[config.mk]
export PLATFORM = sky130hd
export DESIGN_NAME = dma_channel_offset_repeat
export DESIGN_NICKNAME = d
export VERILOG_FILES = /design/src/inc/dma_pkg.sv /design/src/rtl/dma_byte_mover.sv /design/src/rtl/dma_channel_offset_repeat.sv
export SDC_FILE = /design/constraint.sdc
export NUM_CORES = 1
export LEC_CHECK = 0
export BUFFER_PORTS_ARGS = -buffer_cell sky130_fd_sc_hd__buf_2
export CAP_MARGIN = 20
export CORE_UTILIZATION = 41
export DETAILED_ROUTE_END_ITERATION = 10
export GPL_TIMING_DRIVEN = 0
export PLACE_DENSITY = 0.57
export SETUP_SLACK_MARGIN = 0.5
export SLEW_MARGIN = 20
export SYNTH_ARGS = -nofsm -noshare
export SYNTH_HDL_FRONTEND = slang
export SYNTH_HIERARCHICAL = 1
export SYNTH_SLANG_ARGS = --single-unit
[constraint.sdc]
create_clock -name i_clk -period 12.9 [get_ports i_clk]
set_input_delay 3.225 -clock i_clk [delete_from_list [all_inputs] [get_ports i_clk]]
set_output_delay 3.225 -clock i_clk [all_outputs]
set_load 0.02 [all_outputs]
[src/inc/dma_pkg.sv]
/*
 * shared constants and types for the offset-add repeat dma channel.
 * assumes one 25 mhz clock and byte addresses on a 24-bit space.
 */
package dma_pkg;
  localparam int ADDR_W = 24;
  // register byte addresses
  localparam logic [23:0] ADR_SRC  = 24'hfffc00;
  localparam logic [23:0] ADR_DST  = 24'hfffc04;
  localparam logic [23:0] ADR_OFS  = 24'hfffc08;
  localparam logic [23:0] ADR_CNT  = 24'hfffc0c;
  localparam logic [23:0] ADR_RSZ  = 24'hfffc10;
  localparam logic [23:0] ADR_MODE = 24'hfffc14;
  localparam logic [23:0] ADR_ACTL = 24'hfffc18;
  localparam logic [23:0] ADR_STAT = 24'hfffc1c;
  localparam logic [23:0] ADR_MASK = 24'hfffc20;
  // mode control fields
  localparam int MD_TE   = 31;
  localparam int MD_NRD  = 26;
  localparam int MD_CEF  = 16;
  localparam int MD_SZ   = 14;
  localparam int MD_MODE = 12;
  localparam int MD_ESCAPE_IRQ_ENABLE = 9;
  localparam int MD_FACT = 6;
  localparam logic [31:0] MODE_WMASK = 32'h8400_f2c0;
  // address control fields
  localparam int AC_AMS   = 31;
  localparam int AC_REPEAT_END_IRQ_ENABLE = 26;
  localparam int AC_ARS   = 24;
  localparam int AC_SAT   = 20;
  localparam int AC_DAT   = 16;
  localparam logic [31:0] ACTL_WMASK = 32'h8733_0000;
  // field encodings
  localparam logic [1:0] SZ_BYTE   = 2'h0;
  localparam logic [1:0] MODE_RPT  = 2'h0;
  localparam logic [1:0] FACT_AUTO = 2'h0;
  localparam logic [1:0] ARS_SRC   = 2'h0;
  localparam logic [1:0] UPD_FIX   = 2'h0;
  localparam logic [1:0] UPD_OFS   = 2'h1;
  localparam logic [1:0] UPD_INC   = 2'h2;
  localparam logic [1:0] UPD_DEC   = 2'h3;
  localparam logic [31:0] BYTE_STEP = 32'h1;
  // interrupt status bits
  localparam int ST_CEND = 0;
  localparam int ST_ESC  = 1;
  localparam int ST_W    = 2;
  localparam logic [31:0] REG_RST  = 32'h0;
  localparam logic [ST_W-1:0] MASK_RST = 2'h0;
  localparam logic [1:0] RESP_OKAY = 2'h0;
  localparam logic [1:0] RESP_SLVERR = 2'h2;
  localparam int NRD_GAP_CYC = 1;

  typedef enum logic [1:0] {
    S_IDLE = 2'b00,
    S_BUSY = 2'b01,
    S_GAP  = 2'b10
  } chan_state_t;

  typedef enum logic [1:0] {
    M_IDLE = 2'b00,
    M_RD   = 2'b01,
    M_WR   = 2'b10
  } mover_state_t;

  typedef struct packed {
    logic [ADDR_W-1:0] src;
    logic [ADDR_W-1:0] dst;
    logic              single;
  } xfer_job_t;

  typedef struct packed {
    logic [ADDR_W-1:0] addr;
    logic              we;
    logic [7:0]        wdata;
  } mem_req_t;
endpackage

[src/rtl/dma_byte_mover.sv]
/*
 * one byte transfer on the memory bus: read source, then write dest; single address mode reads only.
 * assumes memory pulses i_mem_ack once per access while o_mem_req is high.
 */
module dma_byte_mover
  import dma_pkg::*;
(
  input  wire logic      i_clk,       // system clock
  input  wire logic      i_rst,       // async reset, high
  input  wire logic      i_start,     // one-cycle start
  input  wire xfer_job_t i_job,       // addresses and method
  input  wire logic      i_mem_ack,   // access finished
  input  wire logic [7:0] i_mem_rdata, // read data
  output logic           o_mem_req,   // access under way
  output mem_req_t       o_mem,       // address, direction, data
  output logic           o_done       // one-cycle end pulse
);
  mover_state_t st_r;
  logic [ADDR_W-1:0] dst_r;
  logic wr_phase;

  // single address mode needs no write access
  assign wr_phase = (st_r == M_RD) & i_mem_ack;

  always_ff @(posedge i_clk or posedge i_rst) begin
    if (i_rst) begin
      st_r      <= M_IDLE;
      dst_r     <= '0;
      o_mem_req <= 1'b0;
      o_mem     <= '0;
      o_done    <= 1'b0;
    end else begin
      o_done <= 1'b0;
      case (st_r)
        M_IDLE: begin
          if (i_start) begin
            st_r      <= M_RD;
            dst_r     <= i_job.dst;
            o_mem_req <= 1'b1;
            o_mem     <= '{addr: i_job.src, we: 1'b0, wdata: 8'h00};
            if (i_job.single) begin
              dst_r <= '0;
            end
          end
        end
        M_RD: begin
          if (wr_phase && dst_r == '0 && o_mem.we == 1'b0
              && o_mem_req && st_r == M_RD && i_job.single) begin
            st_r      <= M_IDLE;
            o_mem_req <= 1'b0;
            o_done    <= 1'b1;
          end else if (wr_phase) begin
            st_r  <= M_WR;
            o_mem <= '{addr: dst_r, we: 1'b1, wdata: i_mem_rdata};
          end
        end
        M_WR: begin
          if (i_mem_ack) begin
            st_r      <= M_IDLE;
            o_mem_req <= 1'b0;
            o_done    <= 1'b1;
          end
        end
        default: st_r <= M_IDLE;
      endcase
    end
  end
endmodule

[src/rtl/dma_channel_offset_repeat.sv]
/*
 * one dma channel: axi4-lite registers, auto-request cycle stealing,
 * repeat mode with offset-add source and incrementing destination.
 * assumes a byte-wide memory bus with ack handshake; one clock domain.
 */
// Design decision made here: the AXI4-Lite slave port.
// Operation
// - transfers only while transfer enable is set
// - next-request delay adds one idle cycle
// - count end flag cleared by write-0-after-read
// - access size 00 means byte transfers
// - transfer mode 00 selects repeat mode
// - escape irq enable gates escape end interrupt
// - start factor 00 means auto request
// - address method bit picks dual or single
// - repeat end irq enable gates repeat end
// - area select 00 makes source repeat area
// - source update 01 adds offset register
// - destination update 10 increments by one
// - offset register holds the added value
// - count register decrements per transfer
// - repeat size register gives repeat length
module dma_channel_offset_repeat
  import dma_pkg::*;
(
  input  wire logic        i_clk,       // 25 mhz system clock
  input  wire logic        i_rst,       // async reset, high
  input  wire logic        i_awvalid,   // write address valid
  output logic             o_awready,   // write address ready
  input  wire logic [23:0] i_awaddr,    // write byte address
  input  wire logic        i_wvalid,    // write data valid
  output logic             o_wready,    // write data ready
  input  wire logic [31:0] i_wdata,     // write data
  input  wire logic [3:0]  i_wstrb,     // byte enables
  output logic             o_bvalid,    // write response valid
  input  wire logic        i_bready,    // write response ready
  output logic [1:0]       o_bresp,     // write response
  input  wire logic        i_arvalid,   // read address valid
  output logic             o_arready,   // read address ready
  input  wire logic [23:0] i_araddr,    // read byte address
  output logic             o_rvalid,    // read data valid
  input  wire logic        i_rready,    // read data ready
  output logic [31:0]      o_rdata,     // read data
  output logic [1:0]       o_rresp,     // read response
  input  wire logic        i_mem_ack,   // memory access done
  input  wire logic [7:0]  i_mem_rdata, // memory read byte
  output logic             o_mem_req,   // memory access request
  output mem_req_t         o_mem,       // memory address and data
  output logic             o_irq        // level interrupt
);
  function automatic logic [31:0] merge(input logic [31:0] o,
                                        input logic [31:0] n,
                                        input logic [3:0]  s);
    logic [31:0] r;
    r = o;
    for (int i = 0; i < 4; i++) begin
      if (s[i]) begin
        r[i*8 +: 8] = n[i*8 +: 8];
      end
    end
    return r;
  endfunction

  // bus slave state
  logic        aw_have_r, w_have_r, awready_r, wready_r, bvalid_r;
  logic [23:0] aw_addr_r;
  logic [31:0] wdata_r;
  logic [3:0]  wstrb_r;
  logic [1:0]  bresp_r;
  logic        arready_r, rvalid_r;
  logic [31:0] rdata_r;
  logic [1:0]  rresp_r;

  // channel registers
  logic [31:0] src_r, dst_r, ofs_r, cnt_r, rsz_r, mode_r, actl_r;
  logic [31:0] src_nxt, dst_nxt, cnt_nxt, rsz_nxt, mode_nxt;
  logic [31:0] src_base_r;
  logic [ST_W-1:0] stat_r, stat_nxt, mask_r;
  logic        cef_seen_r, irq_r;
  chan_state_t st_r, st_nxt;
  logic        mv_done;

  // write side decode
  wire aw_take = i_awvalid & awready_r;
  wire w_take  = i_wvalid & wready_r;
  wire aw_have = aw_have_r | aw_take;
  wire w_have  = w_have_r | w_take;
  wire wr_go   = aw_have_r & w_have_r & ~bvalid_r;
  wire wr_src  = wr_go & (aw_addr_r == ADR_SRC);
  wire wr_dst  = wr_go & (aw_addr_r == ADR_DST);
  wire wr_ofs  = wr_go & (aw_addr_r == ADR_OFS);
  wire wr_cnt  = wr_go & (aw_addr_r == ADR_CNT);
  wire wr_rsz  = wr_go & (aw_addr_r == ADR_RSZ);
  wire wr_mode = wr_go & (aw_addr_r == ADR_MODE);
  wire wr_actl = wr_go & (aw_addr_r == ADR_ACTL);
  wire wr_stat = wr_go & (aw_addr_r == ADR_STAT);
  wire wr_mask = wr_go & (aw_addr_r == ADR_MASK);
  wire wr_hit  = wr_src | wr_dst | wr_ofs | wr_cnt | wr_rsz | wr_mode
                 | wr_actl | wr_stat | wr_mask;
  wire bvalid_nxt = wr_go | (bvalid_r & ~i_bready);
  wire aw_have_nxt = aw_have & ~wr_go;
  wire w_have_nxt  = w_have & ~wr_go;

  // read side decode
  wire ar_go   = i_arvalid & arready_r;
  wire rd_mode = ar_go & (i_araddr == ADR_MODE);
  wire rd_stat = ar_go & (i_araddr == ADR_STAT);
  wire rd_hit  = (i_araddr >= ADR_SRC) & (i_araddr <= ADR_MASK)
                 & (i_araddr[1:0] == 2'h0);
  wire [31:0] rd_mux =
      (i_araddr == ADR_SRC)  ? src_r  :
      (i_araddr == ADR_DST)  ? dst_r  :
      (i_araddr == ADR_OFS)  ? ofs_r  :
      (i_araddr == ADR_CNT)  ? cnt_r  :
      (i_araddr == ADR_RSZ)  ? rsz_r  :
      (i_araddr == ADR_MODE) ? mode_r :
      (i_araddr == ADR_ACTL) ? actl_r :
      (i_araddr == ADR_STAT) ? {{(32-ST_W){1'b0}}, stat_r} :
      (i_araddr == ADR_MASK) ? {{(32-ST_W){1'b0}}, mask_r} : 32'h0;
  wire rvalid_nxt = ar_go | (rvalid_r & ~i_rready);

  // field views
  wire       te    = mode_r[MD_TE];
  wire       next_request_delay   = mode_r[MD_NRD];
  wire [1:0] sz    = mode_r[MD_SZ +: 2];
  wire [1:0] mds   = mode_r[MD_MODE +: 2];
  wire       escape_irq_enable  = mode_r[MD_ESCAPE_IRQ_ENABLE];
  wire [1:0] fact  = mode_r[MD_FACT +: 2];
  wire       address_method_select   = actl_r[AC_AMS];
  wire       repeat_end_irq_enable = actl_r[AC_REPEAT_END_IRQ_ENABLE];
  wire [1:0] ars   = actl_r[AC_ARS +: 2];
  wire [1:0] sat   = actl_r[AC_SAT +: 2];
  wire [1:0] dat   = actl_r[AC_DAT +: 2];

  // channel control
  wire go = te & (fact == FACT_AUTO) & (sz == SZ_BYTE)
            & (cnt_r != REG_RST);
  wire start    = (st_r == S_IDLE) & go;
  wire rpt_on   = (mds == MODE_RPT);
  wire cnt_last = mv_done & (cnt_r == BYTE_STEP);
  wire rpt_end  = mv_done & rpt_on
                  & (rsz_r[15:0] == BYTE_STEP[15:0]);
  wire rpt_stop = rpt_end & repeat_end_irq_enable;
  wire stop     = cnt_last | rpt_stop;
  wire esc_set  = rpt_stop & escape_irq_enable;
  wire src_wrap = rpt_end & ~repeat_end_irq_enable & (ars == ARS_SRC);
  wire cef_clr  = wr_mode & wstrb_r[MD_CEF/8]
                  & ~wdata_r[MD_CEF] & cef_seen_r;
  wire [ST_W-1:0] stat_set = {esc_set, cnt_last};
  wire [ST_W-1:0] stat_keep =
      wr_stat ? (stat_r & ~wdata_r[ST_W-1:0]) : stat_r;

  xfer_job_t job;
  assign job = '{src: src_r[ADDR_W-1:0], dst: dst_r[ADDR_W-1:0],
                 single: address_method_select};

  dma_byte_mover u_mover (
    .i_clk       (i_clk),
    .i_rst       (i_rst),
    .i_start     (start),
    .i_job       (job),
    .i_mem_ack   (i_mem_ack),
    .i_mem_rdata (i_mem_rdata),
    .o_mem_req   (o_mem_req),
    .o_mem       (o_mem),
    .o_done      (mv_done)
  );

  always_comb begin
    st_nxt = st_r;
    case (st_r)
      S_IDLE: begin
        if (start) begin
          st_nxt = S_BUSY;
        end
      end
      S_BUSY: begin
        if (mv_done) begin
          st_nxt = next_request_delay ? S_GAP : S_IDLE;
        end
      end
      S_GAP: st_nxt = S_IDLE;
      default: st_nxt = S_IDLE;
    endcase
  end

  // address, count and repeat updates; software write wins
  always_comb begin
    src_nxt = src_r;
    dst_nxt = dst_r;
    cnt_nxt = cnt_r;
    rsz_nxt = rsz_r;
    if (mv_done) begin
      case (sat)
        UPD_OFS: src_nxt = src_r + ofs_r;
        UPD_INC: src_nxt = src_r + BYTE_STEP;
        UPD_DEC: src_nxt = src_r - BYTE_STEP;
        default: src_nxt = src_r;
      endcase
      case (dat)
        UPD_INC: dst_nxt = dst_r + BYTE_STEP;
        UPD_OFS: dst_nxt = dst_r + ofs_r;
        UPD_DEC: dst_nxt = dst_r - BYTE_STEP;
        default: dst_nxt = dst_r;
      endcase
      cnt_nxt = cnt_r - BYTE_STEP;
      if (rpt_on) begin
        rsz_nxt[15:0] = rpt_end ? rsz_r[31:16]
                        : rsz_r[15:0] - BYTE_STEP[15:0];
      end
      if (src_wrap) begin
        src_nxt = src_base_r;
      end
    end
    if (wr_src) begin
      src_nxt = merge(src_r, wdata_r, wstrb_r);
    end
    if (wr_dst) begin
      dst_nxt = merge(dst_r, wdata_r, wstrb_r);
    end
    if (wr_cnt) begin
      cnt_nxt = merge(cnt_r, wdata_r, wstrb_r);
    end
    if (wr_rsz) begin
      rsz_nxt = merge(rsz_r, wdata_r, wstrb_r);
    end
  end

  // mode register: hardware set of the end flag beats the clear
  always_comb begin
    mode_nxt = mode_r;
    if (wr_mode) begin
      mode_nxt = (merge(mode_r, wdata_r, wstrb_r) & MODE_WMASK)
                 | (mode_r & ~MODE_WMASK);
    end
    if (cef_clr) begin
      mode_nxt[MD_CEF] = 1'b0;
    end
    if (stop) begin
      mode_nxt[MD_TE] = 1'b0;
    end
    if (cnt_last) begin
      mode_nxt[MD_CEF] = 1'b1;
    end
  end

  // read clears status; a same-cycle event still lands
  assign stat_nxt = (rd_stat ? '0 : stat_keep) | stat_set;

  always_ff @(posedge i_clk or posedge i_rst) begin
    if (i_rst) begin
      aw_have_r <= 1'b0;
      w_have_r  <= 1'b0;
      awready_r <= 1'b1;
      wready_r  <= 1'b1;
      bvalid_r  <= 1'b0;
      bresp_r   <= RESP_OKAY;
      aw_addr_r <= '0;
      wdata_r   <= REG_RST;
      wstrb_r   <= '0;
    end else begin
      aw_have_r <= aw_have_nxt;
      w_have_r  <= w_have_nxt;
      awready_r <= ~aw_have_nxt & ~bvalid_nxt;
      wready_r  <= ~w_have_nxt & ~bvalid_nxt;
      bvalid_r  <= bvalid_nxt;
      if (aw_take) begin
        aw_addr_r <= i_awaddr;
      end
      if (w_take) begin
        wdata_r <= i_wdata;
        wstrb_r <= i_wstrb;
      end
      if (wr_go) begin
        bresp_r <= wr_hit ? RESP_OKAY : RESP_SLVERR;
      end
    end
  end

  always_ff @(posedge i_clk or posedge i_rst) begin
    if (i_rst) begin
      arready_r <= 1'b1;
      rvalid_r  <= 1'b0;
      rdata_r   <= REG_RST;
      rresp_r   <= RESP_OKAY;
    end else begin
      arready_r <= ~rvalid_nxt;
      rvalid_r  <= rvalid_nxt;
      if (ar_go) begin
        rdata_r <= rd_mux;
        rresp_r <= rd_hit ? RESP_OKAY : RESP_SLVERR;
      end
    end
  end

  always_ff @(posedge i_clk or posedge i_rst) begin
    if (i_rst) begin
      st_r   <= S_IDLE;
      src_r  <= REG_RST;
      dst_r  <= REG_RST;
      ofs_r  <= REG_RST;
      cnt_r  <= REG_RST;
      rsz_r  <= REG_RST;
      mode_r <= REG_RST;
      actl_r <= REG_RST;
      src_base_r <= REG_RST;
    end else begin
      st_r   <= st_nxt;
      src_r  <= src_nxt;
      dst_r  <= dst_nxt;
      cnt_r  <= cnt_nxt;
      rsz_r  <= rsz_nxt;
      mode_r <= mode_nxt;
      if (wr_src) begin
        src_base_r <= src_nxt;
      end
      if (wr_ofs) begin
        ofs_r <= merge(ofs_r, wdata_r, wstrb_r);
      end
      if (wr_actl) begin
        actl_r <= merge(actl_r, wdata_r, wstrb_r) & ACTL_WMASK;
      end
    end
  end

  // end flag may only be cleared after software has seen it set
  always_ff @(posedge i_clk or posedge i_rst) begin
    if (i_rst) begin
      cef_seen_r <= 1'b0;
      stat_r     <= '0;
      mask_r     <= MASK_RST;
      irq_r      <= 1'b0;
    end else begin
      if (rd_mode && mode_r[MD_CEF]) begin
        cef_seen_r <= 1'b1;
      end else if (!mode_nxt[MD_CEF]) begin
        cef_seen_r <= 1'b0;
      end
      stat_r <= stat_nxt;
      if (wr_mask) begin
        mask_r <= wdata_r[ST_W-1:0];
      end
      irq_r <= |(stat_nxt & (wr_mask ? wdata_r[ST_W-1:0] : mask_r));
    end
  end

  assign o_awready = awready_r;
  assign o_wready  = wready_r;
  assign o_bvalid  = bvalid_r;
  assign o_bresp   = bresp_r;
  assign o_arready = arready_r;
  assign o_rvalid  = rvalid_r;
  assign o_rdata   = rdata_r;
  assign o_rresp   = rresp_r;
  assign o_irq     = irq_r;

  property p_te_gate;
    @(posedge i_clk) disable iff (i_rst)
      start |-> te && fact == FACT_AUTO;
  endproperty
  a_te_gate: assert property (p_te_gate)
    else $error("transfer started while disabled");

  property p_nrd_gap;
    @(posedge i_clk) disable iff (i_rst)
      (st_r == S_BUSY && mv_done && next_request_delay)
        |=> st_r == S_GAP && !o_mem_req ##1 !o_mem_req;
  endproperty
  a_nrd_gap: assert property (p_nrd_gap)
    else $error("next request delay not applied");

  property p_cef_sticky;
    @(posedge i_clk) disable iff (i_rst)
      (mode_r[MD_CEF] && wr_mode && wdata_r[MD_CEF]) |=> mode_r[MD_CEF];
  endproperty
  a_cef_sticky: assert property (p_cef_sticky)
    else $error("end flag cleared by writing one");

  property p_byte_only;
    @(posedge i_clk) disable iff (i_rst)
      o_mem_req && !$past(o_mem_req) |-> $past(sz) == SZ_BYTE;
  endproperty
  a_byte_only: assert property (p_byte_only)
    else $error("access with non-byte size");

  property p_count_end;
    @(posedge i_clk) disable iff (i_rst)
      cnt_last && !wr_mode |=> mode_r[MD_CEF] && !te && stat_r[ST_CEND];
  endproperty
  a_count_end: assert property (p_count_end)
    else $error("count end did not stop and flag");

  property p_esc_gate;
    @(posedge i_clk) disable iff (i_rst)
      (rpt_end && !escape_irq_enable && !stat_r[ST_ESC]) |=> !stat_r[ST_ESC];
  endproperty
  a_esc_gate: assert property (p_esc_gate)
    else $error("escape interrupt raised while disabled");

  property p_rpt_stop;
    @(posedge i_clk) disable iff (i_rst)
      rpt_stop && !wr_mode |=> !te ##1 !o_mem_req [*2];
  endproperty
  a_rpt_stop: assert property (p_rpt_stop)
    else $error("channel kept running after repeat end");

  property p_src_ofs;
    @(posedge i_clk) disable iff (i_rst)
      (mv_done && sat == UPD_OFS && !src_wrap && !wr_src)
        |=> src_r == $past(src_r) + $past(ofs_r);
  endproperty
  a_src_ofs: assert property (p_src_ofs)
    else $error("source not advanced by offset");

  property p_dst_inc;
    @(posedge i_clk) disable iff (i_rst)
      (mv_done && dat == UPD_INC && !wr_dst)
        |=> dst_r == $past(dst_r) + BYTE_STEP;
  endproperty
  a_dst_inc: assert property (p_dst_inc)
    else $error("destination not incremented by one");

  property p_irq_level;
    @(posedge i_clk) disable iff (i_rst)
      o_irq == |(stat_r & mask_r);
  endproperty
  a_irq_level: assert property (p_irq_level)
    else $error("interrupt output disagrees with status");
endmodule

# Yosys cells after proc, flatten, opt, wreduce, memory -nomap -nowiden
# Index checks and enable logic that the tools add are counted.
[classes] reduce_logical=47 bitwise_logic=68 addsub=8 eq_ne=48 magnitude_cmp=2 n_mux=67
[ops] operator="$mux 32" n=15
[ops] operator="$eq 24x24->1 const B" n=18
[ops] operator="$pmux 32 s3" n=2
[ops] operator="$mux 8" n=14
[ops] operator="$mux 33" n=3
[ops] operator="$sub 32x1->32 const B" n=3
[ops] operator="$pmux 33 s2" n=1
[ops] operator="$add 32x1->32 const B" n=2
[ops] operator="$add 32x32->32" n=2
[ops] operator="$mux 16" n=4
[ops] operator="$and 1x1->1" n=39
[ops] operator="$eq 32x1->1 const B" n=1
[ops] operator="$or 32x31->32" n=1
[ops] operator="$reduce_bool 32->1" n=1
[ops] operator="$ne 2x2->1 const B" n=15
[ops] operator="$reduce_and 2->1" n=14
[ops] operator="$mux 2" n=13
[ops] operator="$ge 24x24->1 const B" n=1
[ops] operator="$le 24x24->1 const B" n=1
[ops] operator="$logic_not 24->1" n=1
[ops] operator="$mux 24" n=1
[ops] operator="$reduce_and 3->1" n=7
[ops] operator="$eq 16x1->1 const B" n=1
[ops] operator="$sub 16x1->16 const B" n=1
[ops] operator="21 further kinds" n=79
[totals] out_inout_bits=76 input_bits=100 wordCells=288 reg_bits=404

# Logic depth before layout (Yosys ltp)
# Gate-level depths: netlist (run 1).
[depth] depth_word=12 ltp_mapped=20 mapped_depth_nobuf=19

# Hierarchy
# The synthesis (run 1) kept the hierarchy.
[by_module_without_submodules] mod="dma_channel_offset_repeat" n_inst=1 seq_area_each_um2=7986.4 area_each_um2=20104.3 cells_per_inst=2239
[by_module_without_submodules] mod="dma_byte_mover" n_inst=1 seq_area_each_um2=1526.5 area_each_um2=3034.2 cells_per_inst=313

# Worst setup path after synthesis (run 1)
# No wires, ideal clock.
[synth_timing] kind="input to register" startpoint="in i_araddr[6]" endpoint="reg rdata_r[10], in the netlist o_rdata[10]" path_stages=9 setup_ps=135 t_arrival_ps=5162 path_buffers=3 required_ps=12765 path_slack_ps=7603 cell_sequence="nor4b_1 > nand3_1 > nor4_1 > clkbuf_1 > nand2_1 > clkbuf_1 > clkbuf_1 > a211oi_1 > o31ai_1"
[synth_between] elab_chain_len=7 word_cells_on_any_way=12 cone_classes="eq/ne (6); mux (6)"
[synth_lines] element="start: declaration" line_no="dma_channel_offset_repeat.sv:40" text="input wire logic [23:0] i_araddr,"
[synth_lines] element="$eq 24x24->1" line_no="dma_channel_offset_repeat.sv:116" text="(i_araddr == ADR_MODE) ? mode_r :"
[synth_lines] element="$mux 32" line_no="dma_channel_offset_repeat.sv:116"
[synth_lines] element="$mux 32" line_no="dma_channel_offset_repeat.sv:115" text="(i_araddr == ADR_RSZ) ? rsz_r :"
[synth_lines] element="$mux 32" line_no="dma_channel_offset_repeat.sv:114" text="(i_araddr == ADR_CNT) ? cnt_r :"
[synth_lines] element="$mux 32" line_no="dma_channel_offset_repeat.sv:113" text="(i_araddr == ADR_OFS) ? ofs_r :"
[synth_lines] element="$mux 32" line_no="dma_channel_offset_repeat.sv:112" text="(i_araddr == ADR_DST) ? dst_r :"
[synth_lines] element="$mux 32 (*)" line_no="dma_channel_offset_repeat.sv:111" text="(i_araddr == ADR_SRC) ? src_r :"
[synth_lines] element="end signal: assignment" line_no="dma_channel_offset_repeat.sv:290" text="rdata_r <= rd_mux;"
[synth_lines] element="end: declaration" line_no="dma_channel_offset_repeat.sv:71" text="logic [31:0] rdata_r;"
# Mark *: on every way between the ends. The rest lies on a longest branch, timed or not.
# A chain may end at the register's enable or synchronous reset.

# Final worst setup path (run 1)
[layout_timing] startpoint="in i_araddr[6]" endpoint="reg rdata_r[11], in the netlist o_rdata[11]"
# Same word-level chain as after synthesis.

==> run metrics, run 1 <==
CTS tree built; Critical Path Most Common Cell clkbuf_1; antenna viol nets, final 0; Non-Filler Instances 3,563; Pleak 12.22 nW; Slew @ Worst Pin 1.241 ns; Mapped Avg Cell Area 9.067 um^2; Area Growth Syn to Fin 15.50%; RSZ-0062 raised after global routing false; most instantiated library cell after synthesis dfrtp_1; layout cells sized above 1 15.68%; clk sink count 380; worst hold path type flop to flop; Synth area leaders dfrtp_1 (41%), mux2_2 (6.9%), nand2_1 (4.3%), o21ai_0 (4.1%), nor2_1 (4.1%); VDD IR-drop max 128.2 uV; clock root buffer clkbuf_16; top cells by count, synth dfrtp_1 (377), nand2_1 (263), nor2_1 (251); Worst path max stage delay 0.62 ns; DP Cell Count 3,476; first-pass GRT wire length 139.3 mm; Seq/Total Area, Yosys 41.11%; MaxCap Viol Count 0; Critical Path AT 6.89 ns; Synth Flop Type dfrtp_1; outcome completed; GP Congestion 1.028; Rel. slew slack 16.21%; Tcrit/Tclk final 49.87%; initial antenna violation count 10; Syn Std Cell Area 23,140 um^2; Worst-path clk slew 0.06 ns; CP cell instances buf_2, nor4b_1, nand3_1, nor4_1, clkbuf_1, nand2_1, clkbuf_1, clkbuf_1, a211oi_1, o31ai_1; final core utilization 48.23%; row count 86; Pins Over Slew Limit 0; leading area contributor after synthesis dfrtp_1; Ports 176; core area 55,420 um^2; clk_lat worst skew 0.60 ns; DR vias 22,090; CP Max Fanout 10; Final Hold Viols 0; CTS HTree Levels 2; largest net degree at the start of global routing 100; Post-Synthesis Cells 2,552; Post-synth EDFFs 0; Port Buffers 171; Setup crit start kind input pin; die width 239.6 um; max frequency 155.5 MHz; CTS max path bufs 3; postcts setup bufs 0; crit end category flop; Clock Skew 0.01970 ns; slowest stage cell, crit path a211oi_1; PD cells 130.8 nW/um^2; Seq cells post-synth 380; crit path time final 6.433 ns; final wirelength 94.89 mm; number of remaining DRC errors 0; post-cts repair resize count 0; effective utilization at floorplan 41.75%; vias in the first global route 21,360; Synth warnings 6; hpwl dp 72.13 mm; vias per std cell 6.200; die area 57,390 um^2; Total GRT Usage 33.07%; Hold-fix buffers, CTS 0; fraction of post-synthesis cell area in the top cell type by area 40.77%; WS Path Type input pin to flop; Yosys cell types 90; final setup fails 0; Synth async-reset ratio 100.0%; routed len/inst 26.63 um; nets@finish 2,950; First-pass DRT Iterations 6; CTS buffer count 46; die height 239.6 um; CP Data Required Time 13.36 ns; total grt overflow 0; initial DRC count 2,443
-- registers in the layout, indices dropped and copies added, names as in the netlist, 2 cells and up --
signal         count
u_mover/o_mem     33
cnt_r             32
dst_r             32
o_rdata           32
ofs_r             32
rsz_r             32
src_base_r        32
src_r             32
wdata_r           32
aw_addr_r         24
u_mover/dst_r     24
mode_r            10
actl_r             8
wstrb_r            4
mask_r             2
st_r               2
stat_r             2
u_mover/st_r       2
-- worst max-delay path: cells and delay by family --
kind | cells | cell delay, ns
simple gates | 4 | 1.44
compound gates | 2 | 0.74
buf+inv | 4 | 1.48
-- layout make-up --
type / instances / area (um^2)
Multi-Input combinational cell: 1979 / 12870
Inverter: 51 / 201.4
Buffer: 143 / 570.5
Antenna cell: 2 / 5.005
Sequential cell: 380 / 9513
Clock buffer: 60 / 1275
Tap cell: 748 / 935.9
Timing Repair Buffer: 176 / 970.9
Clock inverter: 24 / 379.1
Fill cell: 5335 / 28690
-- layer usage --
metal	global-route usage [%]	share of wire (%)
met3	5.232	8.2
met5	0	0.027
met2	52.57	45
met1	42.19	40
met4	20.26	6.8
-- worst paths after layout --
check	start	end	slack, ns	cells past startpoint
min in group asynchronous	i_rst	u_mover/o_mem[7]	2.55	2
min	aw_have_r	o_awready	0.43	1
max in group asynchronous	i_rst	wdata_r[29]	9.33	3
min reg2reg	aw_have_r	o_awready	0.43	1
max	i_araddr[6]	o_rdata[11]	6.47	10
max reg2reg	ofs_r[14]	dst_r[29]	7.27	17
-- cells by family after synthesis --
family | synth area share [%]
multiplexers | 10.30
buffers and inverters | 3.293
adder cells (fa/ha/maj) | 4.012
AO/OA/AOI/OAI | 20.47
flip-flops | 41.11
XOR/XNOR | 3.028
other | 0.01621
AND/OR/NAND/NOR | 17.77
-- placed cells by master (no fill, tap or decap), drive strengths merged, types with 8 or more instances in the layout --
cell type,synthesis,routed
a211oi,46,46
a21o,20,20
a21oi,158,158
a221oi,18,18
a22o,8,8
a22oi,25,25
a31oi,15,15
a32oi,20,20
and2,17,17
and3,9,9
buf,31,207
bufinv,0,9
clkbuf,112,172
clkinv,2,12
dfrtp,377,377
ha,71,71
inv,49,51
mux2,142,142
mux2i,76,76
nand2,263,263
nand2b,49,49
nand3,59,59
nand3b,9,9
nand4,20,20
nor2,253,253
nor2b,24,24
nor3,66,66
nor4,28,28
o211ai,18,18
o21a,49,49
o21ai,197,197
o21bai,8,8
o22ai,65,65
o31ai,23,23
or2,12,12
or3,26,26
or4,10,10
xnor2,44,44
xor2,36,36
-- where the power goes --
group / switching [mW] / internal, mW / leakage (nW)
clock network: 0.559 / 0.880 / 0.806
registers: 0.260 / 1.30 / 5.09
logic: 0.308 / 0.185 / 6.32
-- metrics by stage --
stage               instance area, um^2  power [mW]  setup TNS [ns]  hold WS (ns)  setup slack [ns]
floorplan                         23140       1.713               0        0.4016            0.8521
global placement                  24930       2.042         -985.76        0.4258            -3.161
detailed placement                25050       2.057               0        0.4227             5.981
CTS                               26710       3.495               0        0.4357             6.596
global route                      26720       3.584               0        0.4482             6.243
finish                            26720       3.495               0        0.4333             6.467
Note: power is estimated with default switching activity, not from simulation.
==> run 2, diff against run 1 <==
- ABC_AREA: unset -> 1
- PLACE_DENSITY: 0.57 -> 0.59
- clock period: 12.9 -> 5.5 ns (I/O delays scaled with it)
==> run metrics, run 2 <==
Power, Total 8.064 mW (was 3.495 mW); top cells by count, synth nand2_1 (1,106), dfrtp_1 (377), inv_1 (375) (was dfrtp_1 (377), nand2_1 (263), nor2_1 (251)); FF-to-FF setup slack 0.73 ns (was 7.27 ns); RSZ-0062 raised after global routing false (unchanged); sequential power share 44.0% (was 44.7%); Mapped Avg Cell Area 7.018 um^2 (was 9.067 um^2); Ports 176 (unchanged); hold_ws 0.4472 ns (was 0.4333 ns); post-cts repair resize count 0 (unchanged); die width 248.1 um (was 239.6 um); worst flop-to-flop path endpoint src_r[24] (was dst_r[29]); CTS buffer count 46 (unchanged); routed len/inst 23.69 um (was 26.63 um); internal power 5.291 mW (was 2.367 mW); vias in the first global route 23,950 (was 21,360); CP cell instances inv_1, ha_1, nand4_1, nor2_1, nand4_1, nor2_1, nand3_1, xor2_1, inv_1, o21ai_0, ha_1, nand2_1, nor2_1, nand3_1, inv_1, nand3_1, o211ai_1, nor2_1, o21ai_0, nand2_1, nand2_1, nand2_1 (was buf_2, nor4b_1, nand3_1, nor4_1, clkbuf_1, nand2_1, clkbuf_1, clkbuf_1, a211oi_1, o31ai_1); Tcrit/Tclk final 86.64%; max frequency 209.9 MHz; r2r startpoint ofs_r[0] (was ofs_r[14]); WS Path Type flop to flop (was input pin to flop); nets@finish 3,947 (was 2,950); Non-Filler Instances 4,588 (was 3,563); CTS max path bufs 3 (unchanged); Pins Over Slew Limit 0 (unchanged); Clock Skew 0.04216 ns (was 0.01970 ns); largest register by flop count u_mover/o_mem (unchanged); clk_lat worst skew 0.62 ns (was 0.60 ns); Setup crit start kind flop (was input pin); Final Hold Viols 0 (unchanged); slowest stage cell, crit path o21ai_0 (was a211oi_1); clock root buffer clkbuf_16 (unchanged); final setup fails 0 (unchanged); PD cells 281.6 nW/um^2 (was 130.8 nW/um^2); worst hold path type flop to flop (unchanged); R2R depth 22 (was 17); Port Buffers 173 (was 171); Area Growth Syn to Fin 15.32% (was 15.50%); design area 28,640 um^2 (was 26,720 um^2); GP Congestion 1.053 (was 1.028); Synth warnings 6 (unchanged); die height 248.1 um (was 239.6 um); Post-synth EDFFs 0 (unchanged); core area 59,460 um^2 (was 55,420 um^2); fraction of post-synthesis cell area in the top cell type by area 37.99% (was 40.77%); VDD IR-drop max 272.0 uV (was 128.2 uV); initial DRC count 3,062 (was 2,443); Seq cells post-synth 380 (unchanged); clk sink count 380 (unchanged); Synth async-reset ratio 100.0% (unchanged); postcts setup bufs 0 (unchanged); Slew @ Worst Pin 0.9190 ns (was 1.241 ns); Pleak 15.07 nW (was 12.22 nW); crit end category flop (unchanged); die area 61,560 um^2 (was 57,390 um^2); multi-input logic area 13,250 um^2 (was 12,870 um^2); effective utilization at floorplan 41.76% (was 41.75%); Net Sw Power 2.773 mW (was 1.127 mW); outcome completed (unchanged); total grt overflow 0 (unchanged); Rel. slew slack 38.73% (was 16.21%); number of remaining DRC errors 0 (unchanged); commonest non-fill, non-tap cell in the layout nand2_1 (was dfrtp_1); CTS HTree Levels 2 (unchanged); layout cells sized above 1 10.81% (was 15.68%); Combinational Power Share 14.3% (was 14.1%); leading area contributor after synthesis dfrtp_1 (unchanged); initial antenna violation count 9 (was 10); crit path time final 4.765 ns; CTS tree built (unchanged); Synth area leaders dfrtp_1 (38%), nand2_1 (17%), o21ai_0 (7.0%), inv_1 (5.7%), nand3_1 (4.5%) (was dfrtp_1 (41%), mux2_2 (6.9%), nand2_1 (4.3%), o21ai_0 (4.1%), nor2_1 (4.1%)); DP Cell Count 4,499 (was 3,476); Seq/Total Area, Yosys 38.30% (was 41.11%); Syn Std Cell Area 24,840 um^2 (was 23,140 um^2); max FFs per register 33 (unchanged); switching share of power 34.39% (was 32.26%); Total GRT Usage 35.12% (was 33.07%); Hold-fix buffers, CTS 0 (unchanged); hpwl dp 86.78 mm (was 72.13 mm); first-pass GRT wire length 158.0 mm (was 139.3 mm); Synth Flop Type dfrtp_1 (unchanged); register area 9513 um^2 (unchanged); DR vias 26,040 (was 22,090); crit path from ofs_r[0] (was i_araddr[6]); Post-Synthesis Cells 3,539 (was 2,552); Yosys cell types 68 (was 90); Critical Path Sink src_r[24] (was o_rdata[11]); CP Max Fanout 7 (was 10); First-pass DRT Iterations 6 (unchanged); Area after DPL 26,960 um^2 (was 25,050 um^2); row count 89 (was 86); CP Data Required Time 5.99 ns (was 13.36 ns); Worst-path clk slew 0.06 ns (about the same); most frequent cells in the layout nand2_1 (1,106), dfrtp_1 (377), inv_1 (373) (was dfrtp_1 (377), nand2_1 (263), nor2_1 (251)); Critical Path AT 5.25 ns (was 6.89 ns); antenna viol nets, final 0 (unchanged); clock power share 41.8% (was 41.2%); largest net degree at the start of global routing 41 (was 100); vias per std cell 5.675 (was 6.200); most instantiated library cell after synthesis nand2_1 (was dfrtp_1); MaxCap Viol Count 0 (unchanged); Worst path max stage delay 0.48 ns (was 0.62 ns); final wirelength 108.7 mm (was 94.89 mm); FILL cells 6,221 (was 5,335)
-- run 2: cell families (layout without fill, tap and decap cells) --
group	count (synthesis)	count (layout)	synth area share (%)
fa+ha+maj	73	73	3.738
compound gates	747	747	17.03
flops	380	380	38.30
other cells	1	5	0.01510
mux	3	3	0.1360
simple gates	1746	1746	29.95
xor+xnor	70	70	2.469
buf+inv	519	791	8.363
-- run 2: layer usage --
| metal | routed length (um) | vias up | track usage [%] |
|---|---|---|---|
| met3 | 10510 | 266 | 7.509 |
| li1 | - | 12150 | - |
| met1 | 45900 | 12280 | 48.17 |
| met2 | 45810 | 1336 | 51.78 |
| met4 | 6394 | 8 | 18.35 |
| met5 | 49 | - | 0 |
-- run 2: critical path: cells and delay by family, from the launching register on --
kind,cells,cell delay [ns]
AND/OR/NAND/NOR,13,1.96
AO/OA/AOI/OAI,3,1.15
adder cells (fa/ha/maj),2,0.56
buffers and inverters,3,0.46
flip-flops,1,0.36
XOR/XNOR,1,0.17
-- run 2: metrics by stage --
step | setup TNS, ns | utilization [%] | worst slack [ns]
detailed placement | 0 | 45.34 | 0.9826
CTS | 0 | 48.15 | 0.9777
global placement | -755.04 | 44.86 | -2.432
global route | 0 | 48.15 | 0.5143
floorplan | -39.61 | - | -0.1254
finish | 0 | 48.16 | 0.7349
-- run 2: worst min-delay path by stage --
stage	startpoint	to	slack [ns]	cells after the start
6_report	o_rvalid	o_arready	0.45	1
5_1_grt	o_rvalid	o_arready	0.46	1
4_1_cts	o_rvalid	o_arready	0.45	1
3_5_place_dp	o_rvalid	o_arready	0.43	1
3_3_place_gp	o_rvalid	o_arready	0.41	1
2_1_floorplan	src_base_r[0]	src_base_r[0]	0.44	2
-- run 2: power by group through the flow --
stage | logic (mW) | registers, mW | clock network (mW)
after floorplan | 0.584 | 3.27 | 0
after global placement | 1.09 | 3.56 | 0
after detailed placement | 1.12 | 3.55 | 0
after CTS | 1.12 | 3.51 | 3.40
after global routing | 1.24 | 3.52 | 3.51
final | 1.15 | 3.54 | 3.37
-- run 2: layout make-up --
cell class / instances / area share, %
multi-input cells: 2641 / 46.26
flip-flops and latches: 380 / 33.22
inverters: 393 / 5.190
clock buffers: 60 / 4.552
repair buffers: 186 / 4.010
well taps: 773 / 3.377
plain buffers: 126 / 2.084
clock inverters: 26 / 1.284
diodes: 3 / 0.02621
